===== src/rtl/qsc_map.vh =====
// Register map, field positions and reset values of the quadrature status counters.
`ifndef QSC_MAP_VH
`define QSC_MAP_VH

// Register word addresses on the plain register port.
`define QSC_ADDR_IO_CONTROL   4'h0
`define QSC_ADDR_STATUS       4'h1
`define QSC_ADDR_POS_HIGH     4'h2
`define QSC_ADDR_POS_LOW      4'h3
`define QSC_ADDR_POS_HOLD     4'h4
`define QSC_ADDR_VELOCITY     4'h5
`define QSC_ADDR_MARK_HIGH    4'h6
`define QSC_ADDR_MARK_LOW     4'h7
`define QSC_ADDR_MARK_HOLD    4'h8

// I/O control register fields.
`define QSC_IOC_EXCHANGE_BIT  8
`define QSC_IOC_HOME_POL_BIT  7
`define QSC_IOC_MARK_POL_BIT  6
`define QSC_IOC_B_POL_BIT     5
`define QSC_IOC_A_POL_BIT     4
`define QSC_IOC_HOME_LVL_BIT  3
`define QSC_IOC_MARK_LVL_BIT  2
`define QSC_IOC_B_LVL_BIT     1
`define QSC_IOC_A_LVL_BIT     0
`define QSC_IOC_RW_MASK       16'hfff0

// Event index k: flag at status bit 2k+1, enable at status bit 2k.
`define QSC_EV_UPPER          6
`define QSC_EV_LOWER          5
`define QSC_EV_POS_OVF        4
`define QSC_EV_HOMING         3
`define QSC_EV_VEL_OVF        2
`define QSC_EV_HOME           1
`define QSC_EV_MARKER         0
`define QSC_EV_COUNT          7

// Reset values.
`define QSC_RST_WORD          16'h0000
`define QSC_RST_COUNT         32'h0000_0000
`define QSC_RST_EVENTS        7'h00

// Position initialisation modes handled here.
`define QSC_INIT_FIRST_MARK   3'h3
`define QSC_INIT_SECOND_MARK  3'h4

`endif


===== src/rtl/qsc_top.v =====
// Quadrature status, flags and counters with hold registers for coherent access.
// Summary of operation
// - I/O control bit 2 shows the marker pin after polarity inversion.
// - I/O control bits 1 and 0 show phases B and A after inversion and exchange.
// - Upper compare flag sets while position is at or above the upper value.
// - Lower compare flag sets while position is at or below the lower value.
// - Position overflow flag sets whenever the position counter wraps.
// - Homing flag sets when the homing process reloads the position counter.
// - Homing flag acts only in first-marker or second-marker after home modes.
// - Velocity overflow flag sets whenever the velocity counter wraps.
// - Home event flag sets on every home input event.
// - Marker event flag sets on every marker input event.
// - Each flag has an enable one bit lower gating its interrupt request.
// - Flags are set by hardware, cleared by software, zero after reset.
// - Status bits 15 and 14 always read as zero.
// - Position count is 32 bits, as writable high and low words, reset zero.
// - A 16-bit position hold register carries the high word for software.
// - A 16-bit writable velocity count is cleared at reset.
// - Marker count is 32 bits, as writable high and low words, reset zero.
// - A 16-bit marker hold register carries the marker high word for software.
// - Mode 011 loads the init value on the first marker after home.
// - Mode 100 loads the init value on the second marker after home.
`include "qsc_map.vh"
`timescale 1ns/10ps
`default_nettype none

module qsc_top (
   // Clock, reset and clock enable.
   input  wire        clk_i,
   input  wire        reset_i,
   input  wire        ce_i,
   // Register port.
   input  wire [3:0]  reg_addr_i,
   input  wire [15:0] reg_wdata_i,
   input  wire        reg_write_i,
   input  wire        reg_read_i,
   output wire [15:0] reg_rdata_o,
   // Encoder pins.
   input  wire        phase_a_pin_i,
   input  wire        phase_b_pin_i,
   input  wire        marker_pin_i,
   input  wire        home_pin_i,
   // Decoder and configuration logic on the same clock.
   input  wire        count_up_i,
   input  wire        count_down_i,
   input  wire [2:0]  position_init_select_i,
   input  wire [31:0] upper_compare_value_i,
   input  wire [31:0] lower_compare_value_i,
   input  wire [31:0] init_capture_value_i,
   // Conditioned levels and interrupt requests.
   output wire        phase_a_level_o,
   output wire        phase_b_level_o,
   output wire [6:0]  irq_req_o
);

   // Homing sequence states; a home event seen while armed is ignored until done.
   localparam [1:0] HM_IDLE  = 2'h0;
   localparam [1:0] HM_HOMED = 2'h1;
   localparam [1:0] HM_ONE   = 2'h2;

   // Up/down step of a 32-bit counter; bit 32 flags a wrap.
   // Both pulses at once cancel, so a confused decoder cannot move the count.
   function [32:0] step32;
      input [31:0] cnt;
      input        up;
      input        dn;
      begin
         if (up && !dn)
            step32 = {(cnt == 32'hffff_ffff), cnt + 32'h0000_0001};
         else if (dn && !up)
            step32 = {(cnt == 32'h0000_0000), cnt - 32'h0000_0001};
         else
            step32 = {1'b0, cnt};
      end
   endfunction

   // Up/down step of a 16-bit counter; bit 16 flags a wrap.
   function [16:0] step16;
      input [15:0] cnt;
      input        up;
      input        dn;
      begin
         if (up && !dn)
            step16 = {(cnt == 16'hffff), cnt + 16'h0001};
         else if (dn && !up)
            step16 = {(cnt == 16'h0000), cnt - 16'h0001};
         else
            step16 = {1'b0, cnt};
      end
   endfunction

   // Register select: true when a qualified strobe targets the given word address.
   function sel;
      input       stb;
      input [3:0] addr;
      input [3:0] target;
      begin
         sel = stb && (addr == target);
      end
   endfunction

   reg  [3:0]  sync1_r;
   reg  [3:0]  sync2_r;
   reg  [15:0] ioc_r;
   reg  [6:0]  flag_r;
   reg  [6:0]  flag_nxt;
   reg  [6:0]  en_r;
   reg  [6:0]  irq_r;
   reg  [31:0] pos_r;
   reg  [31:0] pos_nxt;
   reg  [15:0] pos_hold_r;
   reg  [15:0] vel_r;
   reg  [15:0] vel_nxt;
   reg  [31:0] mark_r;
   reg  [31:0] mark_nxt;
   reg  [15:0] mark_hold_r;
   reg  [1:0]  hm_r;
   reg  [1:0]  hm_nxt;
   reg         mark_prev_r;
   reg         home_prev_r;
   reg  [15:0] rdata_r;
   reg  [15:0] rdata_nxt;
   reg  [15:0] status_val;
   reg  [6:0]  ev_set;
   reg         homing_load;
   reg  [32:0] pos_step;
   reg  [16:0] vel_step;
   reg  [32:0] mark_step;
   integer     k;
   integer     j;

   // Polarity first, then the optional exchange of the two phases.
   wire        a_inv    = sync2_r[0] ^ ioc_r[`QSC_IOC_A_POL_BIT];
   wire        b_inv    = sync2_r[1] ^ ioc_r[`QSC_IOC_B_POL_BIT];
   wire        mark_lvl = sync2_r[2] ^ ioc_r[`QSC_IOC_MARK_POL_BIT];
   wire        home_lvl = sync2_r[3] ^ ioc_r[`QSC_IOC_HOME_POL_BIT];
   wire        a_lvl    = ioc_r[`QSC_IOC_EXCHANGE_BIT] ? b_inv : a_inv;
   wire        b_lvl    = ioc_r[`QSC_IOC_EXCHANGE_BIT] ? a_inv : b_inv;
   // Edge detectors start low: changing a polarity bit while a pin rests can read as an
   // event, so software should clear the status after reconfiguring the pins.
   wire        mark_ev  = mark_lvl & ~mark_prev_r;
   wire        home_ev  = home_lvl & ~home_prev_r;
   wire        wr       = ce_i & reg_write_i;
   wire        rd       = ce_i & reg_read_i;

   // Per-register strobes, decoded once so every process sees the same select.
   wire        wr_ioc       = sel(wr, reg_addr_i, `QSC_ADDR_IO_CONTROL);
   wire        wr_status    = sel(wr, reg_addr_i, `QSC_ADDR_STATUS);
   wire        wr_pos_high  = sel(wr, reg_addr_i, `QSC_ADDR_POS_HIGH);
   wire        wr_pos_low   = sel(wr, reg_addr_i, `QSC_ADDR_POS_LOW);
   wire        wr_pos_hold  = sel(wr, reg_addr_i, `QSC_ADDR_POS_HOLD);
   wire        wr_velocity  = sel(wr, reg_addr_i, `QSC_ADDR_VELOCITY);
   wire        wr_mark_high = sel(wr, reg_addr_i, `QSC_ADDR_MARK_HIGH);
   wire        wr_mark_low  = sel(wr, reg_addr_i, `QSC_ADDR_MARK_LOW);
   wire        wr_mark_hold = sel(wr, reg_addr_i, `QSC_ADDR_MARK_HOLD);
   wire        rd_status    = sel(rd, reg_addr_i, `QSC_ADDR_STATUS);
   wire        rd_pos_low   = sel(rd, reg_addr_i, `QSC_ADDR_POS_LOW);
   wire        rd_mark_low  = sel(rd, reg_addr_i, `QSC_ADDR_MARK_LOW);
   wire        homing_mode = (position_init_select_i == `QSC_INIT_FIRST_MARK) ||
                             (position_init_select_i == `QSC_INIT_SECOND_MARK);

   // Homing sequence: a home event arms it, markers then advance it.
   always @* begin
      hm_nxt = hm_r;
      homing_load = 1'b0;
      if (!homing_mode) begin
         hm_nxt = HM_IDLE;
      end else begin
         case (hm_r)
            HM_IDLE: begin
               if (home_ev)
                  hm_nxt = HM_HOMED;
            end
            HM_HOMED: begin
               if (mark_ev) begin
                  if (position_init_select_i == `QSC_INIT_FIRST_MARK) begin
                     homing_load = 1'b1;
                     hm_nxt = HM_IDLE;
                  end else begin
                     hm_nxt = HM_ONE;
                  end
               end
            end
            HM_ONE: begin
               if (mark_ev) begin
                  homing_load = 1'b1;
                  hm_nxt = HM_IDLE;
               end
            end
            default: begin
               hm_nxt = HM_IDLE;
            end
         endcase
      end
   end

   // Position count; a homing reload beats a software write, which beats counting.
   always @* begin
      pos_step = step32(pos_r, count_up_i, count_down_i);
      pos_nxt  = pos_step[31:0];
      if (homing_load) begin
         pos_nxt = init_capture_value_i;
      end else if (wr_pos_low) begin
         pos_nxt = {pos_hold_r, reg_wdata_i};
      end else if (wr_pos_high) begin
         pos_nxt = {reg_wdata_i, pos_r[15:0]};
      end
   end

   // Velocity and marker counts; a software write beats the count of that cycle.
   always @* begin
      vel_step  = step16(vel_r, count_up_i, count_down_i);
      mark_step = step32(mark_r, mark_ev, 1'b0);
      vel_nxt   = vel_step[15:0];
      mark_nxt  = mark_step[31:0];
      if (wr_velocity)
         vel_nxt = reg_wdata_i;
      if (wr_mark_low) begin
         mark_nxt = {mark_hold_r, reg_wdata_i};
      end else if (wr_mark_high) begin
         mark_nxt = {reg_wdata_i, mark_r[15:0]};
      end
   end

   // Flag sources of this cycle.
   always @* begin
      ev_set = `QSC_RST_EVENTS;
      ev_set[`QSC_EV_UPPER]   = (pos_r >= upper_compare_value_i);
      ev_set[`QSC_EV_LOWER]   = (pos_r <= lower_compare_value_i);
      ev_set[`QSC_EV_POS_OVF] = pos_step[32] & ~homing_load;
      ev_set[`QSC_EV_HOMING]  = homing_load;
      ev_set[`QSC_EV_VEL_OVF] = vel_step[16];
      ev_set[`QSC_EV_HOME]    = home_ev;
      ev_set[`QSC_EV_MARKER]  = mark_ev;
   end

   // Status image: each flag on an odd bit, its enable just below it.
   always @* begin
      status_val = `QSC_RST_WORD;
      for (k = 0; k < `QSC_EV_COUNT; k = k + 1) begin
         status_val[2*k+1] = flag_r[k];
         status_val[2*k]   = en_r[k];
      end
   end

   // Next flags; an event in the read cycle keeps its flag, so no event is lost.
   always @* begin
      flag_nxt = flag_r;
      if (rd_status)
         flag_nxt = `QSC_RST_EVENTS;
      flag_nxt = flag_nxt | ev_set;
   end

   // Read data, presented in the cycle after the strobe.
   always @* begin
      rdata_nxt = `QSC_RST_WORD;
      case (reg_addr_i)
         `QSC_ADDR_IO_CONTROL: begin
            rdata_nxt = ioc_r & `QSC_IOC_RW_MASK;
            rdata_nxt[`QSC_IOC_HOME_LVL_BIT] = home_lvl;
            rdata_nxt[`QSC_IOC_MARK_LVL_BIT] = mark_lvl;
            rdata_nxt[`QSC_IOC_B_LVL_BIT]    = b_lvl;
            rdata_nxt[`QSC_IOC_A_LVL_BIT]    = a_lvl;
         end
         `QSC_ADDR_STATUS:    rdata_nxt = status_val;
         `QSC_ADDR_POS_HIGH:  rdata_nxt = pos_r[31:16];
         `QSC_ADDR_POS_LOW:   rdata_nxt = pos_r[15:0];
         `QSC_ADDR_POS_HOLD:  rdata_nxt = pos_hold_r;
         `QSC_ADDR_VELOCITY:  rdata_nxt = vel_r;
         `QSC_ADDR_MARK_HIGH: rdata_nxt = mark_r[31:16];
         `QSC_ADDR_MARK_LOW:  rdata_nxt = mark_r[15:0];
         `QSC_ADDR_MARK_HOLD: rdata_nxt = mark_hold_r;
         default:             rdata_nxt = `QSC_RST_WORD;
      endcase
   end

   // Pins pass two flip-flops; only the second stage feeds the logic.
   always @(posedge clk_i) begin
      if (reset_i) begin
         sync1_r <= 4'h0;
         sync2_r <= 4'h0;
      end else if (ce_i) begin
         sync1_r <= {home_pin_i, marker_pin_i, phase_b_pin_i, phase_a_pin_i};
         sync2_r <= sync1_r;
      end
   end

   // Edge detectors and homing sequence state.
   always @(posedge clk_i) begin
      if (reset_i) begin
         hm_r        <= HM_IDLE;
         mark_prev_r <= 1'b0;
         home_prev_r <= 1'b0;
      end else if (ce_i) begin
         mark_prev_r <= mark_lvl;
         home_prev_r <= home_lvl;
         hm_r        <= hm_nxt;
      end
   end

   // Position, velocity and marker counts.
   always @(posedge clk_i) begin
      if (reset_i) begin
         pos_r  <= `QSC_RST_COUNT;
         vel_r  <= `QSC_RST_WORD;
         mark_r <= `QSC_RST_COUNT;
      end else if (ce_i) begin
         pos_r  <= pos_nxt;
         vel_r  <= vel_nxt;
         mark_r <= mark_nxt;
      end
   end

   // Event flags and the per-event requests, registered from this cycle's events and enables.
   always @(posedge clk_i) begin
      if (reset_i) begin
         flag_r <= `QSC_RST_EVENTS;
         irq_r  <= `QSC_RST_EVENTS;
      end else if (ce_i) begin
         flag_r <= flag_nxt;
         irq_r  <= ev_set & en_r;
      end
   end

   // Read data stand one cycle and return to zero, so a stale word is never seen.
   always @(posedge clk_i) begin
      if (reset_i) begin
         rdata_r <= `QSC_RST_WORD;
      end else if (ce_i) begin
         if (reg_read_i)
            rdata_r <= rdata_nxt;
         else
            rdata_r <= `QSC_RST_WORD;
      end
   end

   // Software configuration: pin control and interrupt enables.
   always @(posedge clk_i) begin
      if (reset_i) begin
         ioc_r <= `QSC_RST_WORD;
         en_r  <= `QSC_RST_EVENTS;
      end else if (ce_i) begin
         if (wr_ioc)
            ioc_r <= reg_wdata_i & `QSC_IOC_RW_MASK;
         if (wr_status) begin
            for (j = 0; j < `QSC_EV_COUNT; j = j + 1)
               en_r[j] <= reg_wdata_i[2*j];
         end
      end
   end

   // Hold registers; a software write to a hold wins over the latch of a low-word read.
   always @(posedge clk_i) begin
      if (reset_i) begin
         pos_hold_r  <= `QSC_RST_WORD;
         mark_hold_r <= `QSC_RST_WORD;
      end else if (ce_i) begin
         if (wr_pos_hold)
            pos_hold_r <= reg_wdata_i;
         else if (rd_pos_low)
            pos_hold_r <= pos_r[31:16];
         if (wr_mark_hold)
            mark_hold_r <= reg_wdata_i;
         else if (rd_mark_low)
            mark_hold_r <= mark_r[31:16];
      end
   end

   // Levels come straight from flops through polarity logic; requests are registered.
   assign reg_rdata_o     = rdata_r;
   assign phase_a_level_o = a_lvl;
   assign phase_b_level_o = b_lvl;
   assign irq_req_o       = irq_r;

endmodule

`default_nettype wire


===== config.mk =====
export PLATFORM = sky130hd
export DESIGN_NAME = qsc_top
export DESIGN_NICKNAME = d
export VERILOG_FILES = /design/src/rtl/qsc_top.v
export VERILOG_INCLUDE_DIRS = /design/src /design/src/rtl
export SDC_FILE = /design/constraint.sdc
export NUM_CORES = 1
export LEC_CHECK = 0
export BUFFER_PORTS_ARGS = -buffer_cell sky130_fd_sc_hd__buf_4
export CAP_MARGIN = 20
export CORE_UTILIZATION = 30
export DETAILED_ROUTE_END_ITERATION = 16
export HOLD_SLACK_MARGIN = 0.02
export PLACE_DENSITY = 0.53
export SLEW_MARGIN = 20
export SYNTH_ARGS = -nofsm -noshare
export SYNTH_HDL_FRONTEND = slang
export SYNTH_SLANG_ARGS = --single-unit

===== constraint.sdc =====
create_clock -name clk_i -period 3.5 [get_ports clk_i]
set_input_delay 0.35 -clock clk_i [delete_from_list [all_inputs] [get_ports clk_i]]
set_output_delay 0.35 -clock clk_i [all_outputs]
set_load 0.01 [all_outputs]

==> reports/results.ini <==
[global_route]
grt_max_degree = 159
grt_pass1_wl_um = 90300
grt_use_total_pct = 26.9
antenna_found_initial = 1
grt_pass1_vias = 13800
grt-ovfl-total = 0

[worst_hold_path]
hold_path.class = input port to flip-flop

[logic_synthesis]
synth_ff_type = dfxtp_1
synth-seq-cells = 173
syn-cell-area_um2 = 13400
synth_edf_count = 0
synthDistinctLibCells = 84
synth_top_area_share_pct = 25.9
yosysWarnings = 0
synth_largest_area_cell = dfxtp_1
synthArstFlopShare_pct = 0
synth_seq_area_share_pct = 25.9
avgSynthCellArea_um2 = 7.50
syn_inst = 1782
syn-num-nets = 1987
synthTopCellsByArea = dfxtp_1, ha_1, nor2_1, mux2i_1, a21oi_1

[power_and_ir_drop]
power_density_nw_per_um2 = 342
comb_power_share_pct = 22.9
internal_power_uw = 3480
ir_drop_mv = 0.363
swShare_pct = 35.5
power.switching_uw = 1910
seqPwrFrac_pct = 40.1
power.leakage_uw = 0.00591
clock_power_share_pct = 37.0

[sta]
min_period_ns = 3.01
fin_crit_sh_pct = 86.0
setup_tns_ns = 0
skew_ns = 0.0116
final-hold-violation-count = 0
relSlewSlack_pct = 25.1
rsz0062_at_grt = no
setup_viol = 0
fmax_mhz = 332
tightest_slew_ns = 1.12
slew_viol_final = 0
hold_ws_ns = 0.135

[finish]
fin_nets = 2062
seq_area_um2 = 3460
final_area_um2 = 15800
final_cell_mix = buf_4, nor2_1, dfxtp_1
fill_cells = 4636
multi_input_comb_area_um2 = 8930
n_antenna_cell = 0
final_common_cell = buf_4
area_delta_synth_final_pct = 18.0
final_core_util_pct = 36.2
finalNonFillerCells = 2455
layout-drive-gt1-share_pct = 15.2

[clock_network]
root_buffer = clkbuf_16
insertion_delay_ns = 0.46
clkSinkCount = 173
clk_pin_slew_ns = 0.08
postCtsSetupBuffers = 0
numCtsBuffers = 17
h-tree-depth = 4
cts_hold_buffers = 0
cts.path.max_buffers = 2
tritoncts = done
cts_resized = 0

[flow_run]
drv_cap = 0

[place]
gp_congestion = 0.946
place_area_um2 = 15200
hpwl_um = 44200
place_inst = 2423
port_buffers = 154

[die]
core_um2 = 43600
die_y_um = 213
ios = 155
rows = 76
die_x_um = 213
start_util_pct = 30.7
die-area_um2 = 45400

[setup_path]
slowest_delay_ns = 0.60
crit_slowest_cell = or4b_1
required_ns = 3.83
crit_path_end_kind = flip-flop
critPathMaxFanout = 11
path_class = flip-flop to flip-flop
worst_setup_path_start_kind = flip-flop
path_cells = inv_1 > ha_1 > or4b_1 > nor4_2 > nand4b_1 > xnor2_1 > a2111oi_0 > nor2_1
critPathArrivalTime_ns = 3.34

[detailed_routing]
routed_wl_um = 60900
drc_errors = 0
first_pass_iters = 6
antenna_left = 0
vias = 14900
drtIter0Drc = 2100
vias_per_cell = 6.08
wl_per_cell_um = 24.8

[status]
status = completed

[worst paths after layout]
check	to	slack, ns	startpoint	cells after the start
setup reg to reg	pos_r[30]	0.49	pos_r[0]	8
setup / recovery	pos_r[30]	0.49	pos_r[0]	8
hold / removal	sync1_r[1]	0.13	phase_b_pin_i	3
hold reg to reg	flag_r[0]	0.47	flag_r[0]	2
[power groups by stage]
stage / clock network, µW / registers (µW) / logic (µW)
finish: 2000 / 2160 / 1230
global route: 2110 / 2170 / 1330
CTS: 2020 / 2150 / 1210
detailed placement: 0 / 2200 / 1200
global placement: 0 / 2200 / 1200
floorplan: 0 / 2120 / 784
[cell families after synthesis]
family                     share of synthesized area, %
AOI/OAI and AO/OA                                  27.1
xor gates and xnor gates                           3.67
adders and majority gates                          7.02
buffers and inverters                              7.71
DFF                                                25.9
muxes                                              5.27
and+or+nand+nor                                    23.3
[per-layer routing]
layer  track usage (%)  share of wire, %  vias to the layer above
met1              37.5                44                     7155
met2              41.4                43                      878
met3              4.72               9.8                       89
li1                  -                 -                     6803
met4              8.78               3.1                        0
met5                 0                 0                        -
[through the flow]
step / power [µW] / setup slack, ns
after CTS: 5390 / 0.542
after detailed placement: 3400 / 0.561
after floorplan: 2900 / 0.853
final: 5390 / 0.492
after global routing: 5610 / 0.389
after global placement: 3400 / 0.498
[area by class of cell]
class | instances | area share (%)
flip-flops and latches | 173 | 21.9
inverters | 93 | 2.21
clock inverters | 15 | 1.07
repair buffers | 225 | 10.9
clock buffers | 17 | 2.70
multi-input cells | 1347 | 56.6
well taps | 585 | 4.64
[critical path, delay by kind of cell, from the launching register on]
family | cells | cell delay (ns)
AOI/OAI and AO/OA | 1 | 0.42
xor gates and xnor gates | 1 | 0.16
adders and majority gates | 1 | 0.23
buffers and inverters | 1 | 0.19
DFF | 1 | 0.46
and+or+nand+nor | 4 | 1.42
[synth_stat cells (9+ instances only)]
master and n:
buf_1 10, dfxtp_1 173, ha_1 75, nor4_1 28, nor2_1 186, o21ai_1 9
mux2i_1 67, xor2_1 18, nor3_1 42, o21ai_0 43, clkbuf_1 126, nand4_1 58
a21o_1 16, o221ai_1 13, a21oi_1 119, or3_1 13, a311oi_1 10, nand3_1 69
a222oi_1 9, and2_1 11, o22ai_1 15, xnor2_1 38, a211oi_1 67, o2111ai_1 11
nand2_1 136, buf_2 29, o211ai_1 28, inv_1 93, and3_1 19, a31oi_1 31
a22o_1 13, a22oi_1 48, nand2b_1 9, a221oi_1 21
[registers in the layout, summed over array words and instances, names as in the netlist]
name         count
sync2_r          4
irq_req_o        7
pos_r           32
mark_r          32
home_prev_r      1
mark_prev_r      1
ioc_r           12
hm_r             2
reg_rdata_o     16
en_r             7
sync1_r          4
pos_hold_r      16
flag_r           7
mark_hold_r     16
step16.cnt      16
No activity file was read; power rests on OpenSTA's default activity.
